File: config.mk
export PLATFORM = sky130hd
export DESIGN_NAME = cfsq_top
export DESIGN_NICKNAME = d
export VERILOG_FILES = /design/src/hw/cfsq_pkg.sv /design/src/hw/cfsq_top.sv
export SDC_FILE = /design/constraint.sdc
export NUM_CORES = 2
export LEC_CHECK = 0
export BUFFER_PORTS_ARGS = -buffer_cell sky130_fd_sc_hd__buf_2
export CORE_ASPECT_RATIO = 0.7
export CORE_MARGIN = 2
export CORE_UTILIZATION = 59
export DETAILED_ROUTE_END_ITERATION = 10
export PLACE_DENSITY = 0.8
export SLEW_MARGIN = 20
export SYNTH_ARGS = -nofsm -noshare
export SYNTH_HDL_FRONTEND = slang
export SYNTH_SLANG_ARGS = --single-unit
File: constraint.sdc
create_clock -name ref_clk -period 7.6 [get_ports ref_clk]
set_input_delay 1.9 -clock ref_clk [delete_from_list [all_inputs] [get_ports ref_clk]]
set_output_delay 1.9 -clock ref_clk [all_outputs]
set_load 0.01 [all_outputs]
File: src/hw/cfsq_pkg.sv
package cfsq_pkg;

    // ****************************************************
    // command codes and register fields
    // ****************************************************
    localparam logic [7:0] CMD_CLEAR_FAULTS  = 8'h03;
    localparam logic [7:0] CMD_STATUS_WORD   = 8'h79;
    localparam logic [7:0] CMD_STATUS_VOUT   = 8'h7A;
    localparam logic [7:0] CMD_READ_VOUT     = 8'h8B;
    localparam logic [7:0] CMD_CHAN_FUNC     = 8'hE4;
    localparam logic [7:0] CMD_START_LIMIT   = 8'hE6;
    localparam logic [7:0] CMD_START_COND    = 8'hE8;

    localparam int NCHAN                     = 16;
    localparam int FUNC_LSB                  = 0;
    localparam int FUNC_W                    = 6;
    localparam int EMIT_LSB                  = 8;
    localparam int SIG_W                     = 4;
    localparam int GROUP_LSB                 = 0;
    localparam int MODE_LSB                  = 4;
    localparam int CMP_LSB                   = 8;
    localparam int MASK_LSB                  = 16;
    localparam int VOUT_SUMMARY_BIT          = 15;
    localparam int TON_FAULT_BIT             = 4;

    localparam logic [15:0] FUNC_CFG_MASK    = 16'h0F3F;
    localparam logic [31:0] COND_CFG_MASK    = 32'hFFFF_0F33;
    localparam logic [15:0] CHAN_FUNC_RESET  = 16'h0000;
    localparam logic [15:0] START_LIM_RESET  = 16'h0000;
    localparam logic [31:0] START_CND_RESET  = 32'h0000_0000;
    localparam logic [15:0] GPI_ACTIVE_READ  = 16'h0001;
    localparam logic [15:0] GPI_IDLE_READ    = 16'h0000;

    // channel function codes
    localparam logic [5:0] FN_DISABLED       = 6'h00;
    localparam logic [5:0] FN_SEQ_VOLT       = 6'h10;
    localparam logic [5:0] FN_VOLT_MON       = 6'h20;
    localparam logic [5:0] FN_VOLT_READ      = 6'h21;
    localparam logic [5:0] FN_CURR_MON       = 6'h22;
    localparam logic [5:0] FN_CURR_READ      = 6'h23;
    localparam logic [5:0] FN_GPI_LOW        = 6'h30;
    localparam logic [5:0] FN_GPI_HIGH       = 6'h34;

    // start selection codes
    localparam logic [1:0] START_BY_GROUP    = 2'b00;
    localparam logic [1:0] START_BY_AND      = 2'b01;
    localparam logic [1:0] START_BY_SIG      = 2'b10;

    // ****************************************************
    // timing
    // ****************************************************
    localparam int CLK_HZ                    = 25000000;
    localparam int TICK_MS                   = 1;
    localparam int TICK_CYCLES               = CLK_HZ / 1000 * TICK_MS;
    localparam int SIG_SLOT_CYCLES           = 8;
    localparam int SIG_SLOTS                 = 6;

    typedef enum logic [1:0] {
        CFSQ_TX_IDLE = 2'b01,
        CFSQ_TX_SEND = 2'b10
    } cfsq_tx_e;

    typedef enum logic [1:0] {
        CFSQ_RX_IDLE = 2'b01,
        CFSQ_RX_RECV = 2'b10
    } cfsq_rx_e;

endpackage

File: src/hw/cfsq_top.sv
`timescale 1ns/10ps

module cfsq_top #(
    parameter int TICK_COUNT = cfsq_pkg::TICK_CYCLES
) (
    // clock and reset
    input  wire logic        ref_clk,
    input  wire logic        resetn,
    // command port
    input  wire logic        cmd_valid,
    input  wire logic        cmd_write,
    input  wire logic [7:0]  cmd_code,
    input  wire logic [3:0]  cmd_page,
    input  wire logic [31:0] cmd_wdata,
    output logic             rsp_valid,
    output logic [31:0]      rsp_data,
    // on/off decode inputs
    input  wire logic        operation_on,
    input  wire logic [3:0]  control_input,
    input  wire logic        use_operation,
    input  wire logic        use_control_pins,
    input  wire logic        control_active_high,
    // channel inputs
    input  wire logic [15:0] sense_input_pin,
    input  wire logic [15:0] power_good,
    input  wire logic        alert_enable,
    // shared signature line, open drain
    input  wire logic        chain_signature_in,
    output logic             chain_signature_out,
    output logic             chain_signature_oe,
    // channel results
    output logic [15:0]      power_on_start,
    output logic [15:0]      fault_action_req,
    output logic             alert_active
);
    import cfsq_pkg::*;

    // ****************************************************
    // configuration and status state
    // ****************************************************
    logic [15:0] chan_func  [NCHAN];
    logic [15:0] start_lim  [NCHAN];
    logic [31:0] start_cond [NCHAN];
    logic [15:0] ms_count   [NCHAN];
    logic [15:0] ton_fault, fault_done, started, emit_pend, pg_q;
    logic [15:0] next_ton_fault, next_fault_done, next_started;
    logic [15:0] next_emit_pend, next_fault_req;
    logic [15:0] next_ms_count [NCHAN];
    logic [15:0] next_chan_func [NCHAN];
    logic [15:0] next_start_lim [NCHAN];
    logic [31:0] next_start_cond [NCHAN];
    logic [14:0] tick_cnt, next_tick_cnt;
    logic        tick, vout_summary, next_vout_summary;
    logic        next_rsp_valid;
    logic [31:0] next_rsp_data;

    // per-channel derived levels
    logic [15:0] ready_sig, participates, group_on, emit_ok;
    logic [15:0] start_evt, pg_rise;
    logic [3:0]  start_group;
    logic [3:0]  ctl_level;

    // signature transmit/receive
    cfsq_tx_e    tx_state, next_tx_state;
    cfsq_rx_e    rx_state, next_rx_state;
    logic [3:0]  tx_chan, next_tx_chan;
    logic [3:0]  tx_code, next_tx_code;
    logic [7:0]  tx_cyc, next_tx_cyc, rx_cyc, next_rx_cyc;
    logic [2:0]  tx_slot, next_tx_slot, rx_slot, next_rx_slot;
    logic [3:0]  rx_shift, next_rx_shift;
    logic        rx_hit, next_rx_hit;
    logic [3:0]  rx_code, next_rx_code;
    logic        sig_drive_low;

    // ****************************************************
    // start group decode and channel levels
    // ****************************************************
    // pins may be ignored or polarity-flipped per on/off setup
    always_comb begin
        ctl_level = control_active_high ? control_input : ~control_input;
        for (int g = 0; g < 4; g++) begin
            start_group[g] = (!use_operation || operation_on) &&
                             (!use_control_pins || ctl_level[g]);
        end
    end

    always_comb begin
        for (int c = 0; c < NCHAN; c++) begin
            logic [5:0] fn;
            logic [15:0] mask;
            fn = chan_func[c][FUNC_LSB +: FUNC_W];
            mask = start_cond[c][MASK_LSB +: NCHAN];
            unique case (fn)
                FN_SEQ_VOLT, FN_VOLT_MON: ready_sig[c] = power_good[c];
                FN_GPI_LOW:  ready_sig[c] = ~sense_input_pin[c];
                FN_GPI_HIGH: ready_sig[c] = sense_input_pin[c];
                default:     ready_sig[c] = 1'b0;
            endcase
            // only disabled channels can never satisfy a combine; read-only ones can
            participates[c] = (fn != FN_DISABLED);
            emit_ok[c] = (fn == FN_SEQ_VOLT) || (fn == FN_VOLT_MON) ||
                         (fn == FN_GPI_LOW) || (fn == FN_GPI_HIGH);
            group_on[c] = start_group[start_cond[c][GROUP_LSB +: 2]];
            unique case (start_cond[c][MODE_LSB +: 2])
                START_BY_GROUP: start_evt[c] = group_on[c];
                START_BY_AND:   start_evt[c] = participates[c] &&
                    ((mask & ~ready_sig) == 16'h0000);
                START_BY_SIG:   start_evt[c] = participates[c] && rx_hit &&
                    (start_cond[c][CMP_LSB +: SIG_W] != 4'h0) &&
                    (start_cond[c][CMP_LSB +: SIG_W] == rx_code);
                default:        start_evt[c] = 1'b0;
            endcase
            pg_rise[c] = ready_sig[c] && !pg_q[c];
        end
    end

    // ****************************************************
    // command handling, start latch and timeout
    // ****************************************************
    always_comb begin
        next_tick_cnt = (tick_cnt == 15'(TICK_COUNT - 1)) ? 15'h0000
                        : tick_cnt + 15'h0001;
        tick = (tick_cnt == 15'(TICK_COUNT - 1));
        next_vout_summary = vout_summary;
        next_rsp_valid = cmd_valid && !cmd_write;
        next_rsp_data = 32'h0000_0000;
        next_fault_req = 16'h0000;
        for (int c = 0; c < NCHAN; c++) begin
            next_chan_func[c] = chan_func[c];
            next_start_lim[c] = start_lim[c];
            next_start_cond[c] = start_cond[c];
            // a group drop ends the attempt and rearms timer and fault
            next_started[c] = group_on[c] && (started[c] || start_evt[c]);
            next_fault_done[c] = group_on[c] && fault_done[c];
            next_ms_count[c] = (!group_on[c] || started[c]) ? 16'h0000
                : ms_count[c] + {15'h0000, tick && ms_count[c] != 16'hFFFF};
            next_ton_fault[c] = ton_fault[c];
            next_emit_pend[c] = emit_pend[c] ||
                (pg_rise[c] && emit_ok[c] &&
                 chan_func[c][EMIT_LSB +: SIG_W] != 4'h0);
        end
        if (cmd_valid && cmd_write) begin
            unique case (cmd_code)
                CMD_CHAN_FUNC:   next_chan_func[cmd_page] =
                    cmd_wdata[15:0] & FUNC_CFG_MASK;
                CMD_START_LIMIT: next_start_lim[cmd_page] = cmd_wdata[15:0];
                CMD_START_COND:  next_start_cond[cmd_page] =
                    cmd_wdata & COND_CFG_MASK;
                CMD_CLEAR_FAULTS: begin
                    next_ton_fault = 16'h0000;
                    next_vout_summary = 1'b0;
                end
                default: ;
            endcase
        end
        // timeout set is applied after the clear so a same-cycle event wins
        for (int c = 0; c < NCHAN; c++) begin
            if (group_on[c] && !started[c] && !fault_done[c] &&
                start_lim[c] != 16'h0000 &&
                ms_count[c] > start_lim[c]) begin
                next_ton_fault[c] = 1'b1;
                next_vout_summary = 1'b1;
                next_fault_done[c] = 1'b1;
                next_fault_req[c] = 1'b1;
            end
        end
        if (tx_state == CFSQ_TX_IDLE && next_tx_state == CFSQ_TX_SEND)
            next_emit_pend[next_tx_chan] = 1'b0;
        if (cmd_valid && !cmd_write) begin
            unique case (cmd_code)
                CMD_CHAN_FUNC:   next_rsp_data = {16'h0000, chan_func[cmd_page]};
                CMD_START_LIMIT: next_rsp_data = {16'h0000, start_lim[cmd_page]};
                CMD_START_COND:  next_rsp_data = start_cond[cmd_page];
                CMD_STATUS_WORD: next_rsp_data =
                    32'(vout_summary) << VOUT_SUMMARY_BIT;
                CMD_STATUS_VOUT: next_rsp_data =
                    32'(ton_fault[cmd_page]) << TON_FAULT_BIT;
                CMD_READ_VOUT: begin
                    // analog readback lives elsewhere; only general inputs here
                    if (chan_func[cmd_page][FUNC_LSB +: FUNC_W] == FN_GPI_LOW ||
                        chan_func[cmd_page][FUNC_LSB +: FUNC_W] == FN_GPI_HIGH)
                        next_rsp_data = {16'h0000, ready_sig[cmd_page] ?
                            GPI_ACTIVE_READ : GPI_IDLE_READ};
                end
                default: next_rsp_data = 32'h0000_0000;
            endcase
        end
    end

    always_ff @(posedge ref_clk or negedge resetn) begin
        if (!resetn) begin
            for (int c = 0; c < NCHAN; c++) begin
                chan_func[c]  <= CHAN_FUNC_RESET;
                start_lim[c]  <= START_LIM_RESET;
                start_cond[c] <= START_CND_RESET;
                ms_count[c]   <= 16'h0000;
            end
            tick_cnt         <= 15'h0000;
            ton_fault        <= 16'h0000;
            fault_done       <= 16'h0000;
            started          <= 16'h0000;
            emit_pend        <= 16'h0000;
            pg_q             <= 16'h0000;
            fault_action_req <= 16'h0000;
            vout_summary     <= 1'b0;
            rsp_valid        <= 1'b0;
            rsp_data         <= 32'h0000_0000;
        end else begin
            chan_func        <= next_chan_func;
            start_lim        <= next_start_lim;
            start_cond       <= next_start_cond;
            ms_count         <= next_ms_count;
            tick_cnt         <= next_tick_cnt;
            ton_fault        <= next_ton_fault;
            fault_done       <= next_fault_done;
            started          <= next_started;
            emit_pend        <= next_emit_pend;
            pg_q             <= ready_sig;
            fault_action_req <= next_fault_req;
            vout_summary     <= next_vout_summary;
            rsp_valid        <= next_rsp_valid;
            rsp_data         <= next_rsp_data;
        end
    end

    assign power_on_start = started;
    assign alert_active   = alert_enable && (ton_fault != 16'h0000);

    // ****************************************************
    // signature line: start slot low, four bits lsb first, guard
    // ****************************************************
    // one frame at a time; lowest pending channel goes first
    always_comb begin
        next_tx_state = tx_state;
        next_tx_chan = tx_chan;
        next_tx_code = tx_code;
        next_tx_cyc = tx_cyc;
        next_tx_slot = tx_slot;
        for (int c = NCHAN - 1; c >= 0; c--) begin
            if (emit_pend[c])
                next_tx_chan = 4'(c);
        end
        unique case (tx_state)
            CFSQ_TX_IDLE: begin
                if (emit_pend != 16'h0000 && rx_state == CFSQ_RX_IDLE) begin
                    next_tx_state = CFSQ_TX_SEND;
                    next_tx_code = chan_func[next_tx_chan][EMIT_LSB +: SIG_W];
                    next_tx_cyc = 8'h00;
                    next_tx_slot = 3'h0;
                end
            end
            CFSQ_TX_SEND: begin
                next_tx_cyc = tx_cyc + 8'h01;
                if (tx_cyc == 8'(SIG_SLOT_CYCLES - 1)) begin
                    next_tx_cyc = 8'h00;
                    next_tx_slot = tx_slot + 3'h1;
                    if (tx_slot == 3'(SIG_SLOTS - 1))
                        next_tx_state = CFSQ_TX_IDLE;
                end
            end
        endcase
        sig_drive_low = (tx_state == CFSQ_TX_SEND) && ((tx_slot == 3'h0) ||
            (tx_slot >= 3'h1 && tx_slot <= 3'h4 &&
             !tx_code[2'(tx_slot - 3'h1)]));
    end

    // receive samples mid-slot; own frames are heard too
    always_comb begin
        next_rx_state = rx_state;
        next_rx_cyc = rx_cyc;
        next_rx_slot = rx_slot;
        next_rx_shift = rx_shift;
        next_rx_hit = 1'b0;
        next_rx_code = rx_code;
        unique case (rx_state)
            CFSQ_RX_IDLE: begin
                if (!chain_signature_in) begin
                    next_rx_state = CFSQ_RX_RECV;
                    next_rx_cyc = 8'h01;
                    next_rx_slot = 3'h0;
                end
            end
            CFSQ_RX_RECV: begin
                next_rx_cyc = rx_cyc + 8'h01;
                if (rx_cyc == 8'(SIG_SLOT_CYCLES / 2) && rx_slot != 3'h0)
                    next_rx_shift = {chain_signature_in, rx_shift[3:1]};
                if (rx_cyc == 8'(SIG_SLOT_CYCLES - 1)) begin
                    next_rx_cyc = 8'h00;
                    next_rx_slot = rx_slot + 3'h1;
                    if (rx_slot == 3'h4) begin
                        next_rx_state = CFSQ_RX_IDLE;
                        next_rx_hit = 1'b1;
                        next_rx_code = rx_shift;
                    end
                end
            end
        endcase
    end

    always_ff @(posedge ref_clk or negedge resetn) begin
        if (!resetn) begin
            tx_state            <= CFSQ_TX_IDLE;
            tx_chan             <= 4'h0;
            tx_code             <= 4'h0;
            tx_cyc              <= 8'h00;
            tx_slot             <= 3'h0;
            rx_state            <= CFSQ_RX_IDLE;
            rx_cyc              <= 8'h00;
            rx_slot             <= 3'h0;
            rx_shift            <= 4'h0;
            rx_hit              <= 1'b0;
            rx_code             <= 4'h0;
            chain_signature_oe  <= 1'b0;
        end else begin
            tx_state            <= next_tx_state;
            tx_chan             <= next_tx_chan;
            tx_code             <= next_tx_code;
            tx_cyc              <= next_tx_cyc;
            tx_slot             <= next_tx_slot;
            rx_state            <= next_rx_state;
            rx_cyc              <= next_rx_cyc;
            rx_slot             <= next_rx_slot;
            rx_shift            <= next_rx_shift;
            rx_hit              <= next_rx_hit;
            rx_code             <= next_rx_code;
            chain_signature_oe  <= sig_drive_low;
        end
    end

    // open drain: only ever pulls low
    assign chain_signature_out = 1'b0;

endmodule

==> impl_metrics.ini <==
[synthesis]
synth_most_common_cell = dfrtp_1
yosys_warnings = 0
synth_top_area_share_pct = 46.0
synthFlopType = dfrtp_1
synth.cell_area_mm2 = 0.0677
syn_area_per_cell_um2 = 11.5
yosysSeqAreaShare_pct = 46.0
synth_top_area_cell = dfrtp_1
synth.area.top_cells = dfrtp_1 (46%), mux2_2 (12%), mux4_2 (8.3%)
synth_fp_nets = 6292
ys_types = 83
synthArstFlopShare_pct = 100
synth-seq-cells = 1245
syn_inst = 5905
synth-edff-count = 0
synth_common_cells = dfrtp_1 (1243), mux2_2 (739), nor2_1 (437), inv_1 (371), nand2_1 (360)

[timing]
slew_headroom_pct = 14.1
min_period_ns = 4.91
rsz0062_at_grt = no
fin_setup_tns_ns = 0
fmax_mhz = 204
hold_viol_final = 0
slew_violations = 0
fin_crit_sh_pct = 64.6
tightest_slew_ns = 1.29
fin_skew_ns = 0.0448
finalSetupViolations = 0

[route]
drc_errors = 0
routed_wl_mm = 216
vias = 52500
detail_route.wl_per_cell_um = 28.4
antenna_left = 0
drtPass1Iterations = 7
vias_per_cell = 6.90
drt_iter0_drc = 7890

[worst_setup_path]
worstSetupPathType = in -> reg
start_kind = primary input
required_ns = 8.20
critPathMaxFanout = 17
arrival_ns = 5.51
crit_path_end_kind = register

[run]
maxCapViolCount = 0

[cts]
clockBufferDepth = 3
cts-root-buf = clkbuf_16
htreeDepth = 3
hold_buffers = 0
cts.clk_slew.worst_paths_ns = 0.07
clkLatencyLatePin_ns = 0.78
numClockSinks = 1245
cts_tree = done
cts_resized = 0
cts_buffers = 116
postCtsSetupBuffers = 0

[final_layout]
fin_nets = 6365
drive_above_1_share_pct = 24.8
area_delta_synth_final_pct = 9.94
finalNonFillerCells = 7615
design_area_mm2 = 0.0744

[placed_design]
place_area_mm2 = 0.0701
gp_congestion = 0.998
dp.cells = 7382
hpwl_mm = 153
port-buffer-count = 156

[floorplanning]
die_area_mm2 = 0.117
fp-row-count = 103
ios = 158
start_util_pct = 59.7
core_area_mm2 = 0.113
die_w_um = 409
die_h_um = 287

[global_routing]
grt_first_pass_wirelength_mm = 324
grt_usage_pct = 36.6
grt_max_degree = 158
grt_pass1_vias = 51100
antenna_found_initial = 33
overflow = 0

[power]
power_density_mw_per_mm2 = 185
p_leak_uw = 0.0347
ir_drop_uv = 207

[outcome]
status = finished, final reports clean

[min_path]
min_path_type = reg -> reg
-- metrics by stage --
step / hold slack [ns] / util [%] / total power [uW] / worst slack [ns]
after floorplan: 0.444 / - / 7130 / 3.29
after global placement: 0.462 / 61.9 / 7510 / 2.31
after detailed placement: 0.468 / 61.9 / 7520 / 2.20
after CTS: 0.483 / 65.6 / 13800 / 2.93
after global routing: 0.509 / 65.7 / 14100 / 2.64
final: 0.486 / 65.7 / 13800 / 2.69
-- final cells by class --
type	instances	area, um2
inverters	371	1390
diodes	14	35.0
fillers	8169	38900
well taps	1522	1900
multi-input cells	4005	34200
clock inverters	52	713
repair buffers	239	1560
flip-flops and latches	1245	31200
clock buffers	167	3460
-- critical path: stages --
cell       delay [ns]
buf_2            0.29
xor2_1           0.71
and2_1           0.39
nand2_1          0.10
o2111ai_1        0.48
or2_1            0.58
nor4b_2          0.20
nor4_1           0.66
nand4_1          0.18
-- final timing paths --
kind	cells past startpoint	slack (ns)	start	end
setup / recovery	9	2.69	control_active_high	vout_summary
hold / removal	1	0.49	fault_done[1]	fault_done[1]
setup reg to reg	12	4.13	tick_cnt[10]	ms_count[158]
hold reg to reg	1	0.49	fault_done[1]	fault_done[1]
max in group asynchronous	2	4.93	resetn	ms_count[186]
min in group asynchronous	1	1.19	resetn	chan_func[120]
-- placed cells by master, fill, tap and decap left out, types with 132 or more instances in the layout --
cell type,n
xor2_1,188
nand3_1,165
mux2_2,739
nand4_1,132
inv_1,371
ha_1,297
buf_2,152
o21ai_0,177
a21oi_1,154
nand2_1,357
nor2_1,428
mux4_2,248
dfrtp_1,1242
-- logic make-up after synthesis --
family / synth area share, %
XOR/XNOR: 3.61
multiplexers: 21.3
other: 0.00554
buffers and inverters: 3.78
flip-flops: 46.0
AND/OR/NAND/NOR: 12.3
AO/OA/AOI/OAI: 7.44
adder cells (fa/ha/maj): 5.49
-- metal layers --
metal	up-vias	routed length, um	track usage [%]
li1	21800	-	-
met1	26200	82100	50.2
met2	3776	87300	49.5
met3	708	36500	17.7
met4	38	9900	14.6
met5	-	302	0.401
-- flip-flops by register name, indices dropped and copies added, names as in the netlist, 8 cells and up --
register          count
power_on_start       16
emit_pend            16
tick_cnt             15
ms_count            256
rx_cyc                8
ton_fault            16
fault_action_req     16
fault_done           16
start_lim           256
rsp_data             32
tx_cyc                8
pg_q                 16
chan_func           160
start_cond          384
-- power by group --
part	switching, uW	internal [uW]
sequential	43.2	6650
clock	2740	3600
combinational	545	185
Note: power is estimated with default switching activity, not from simulation.
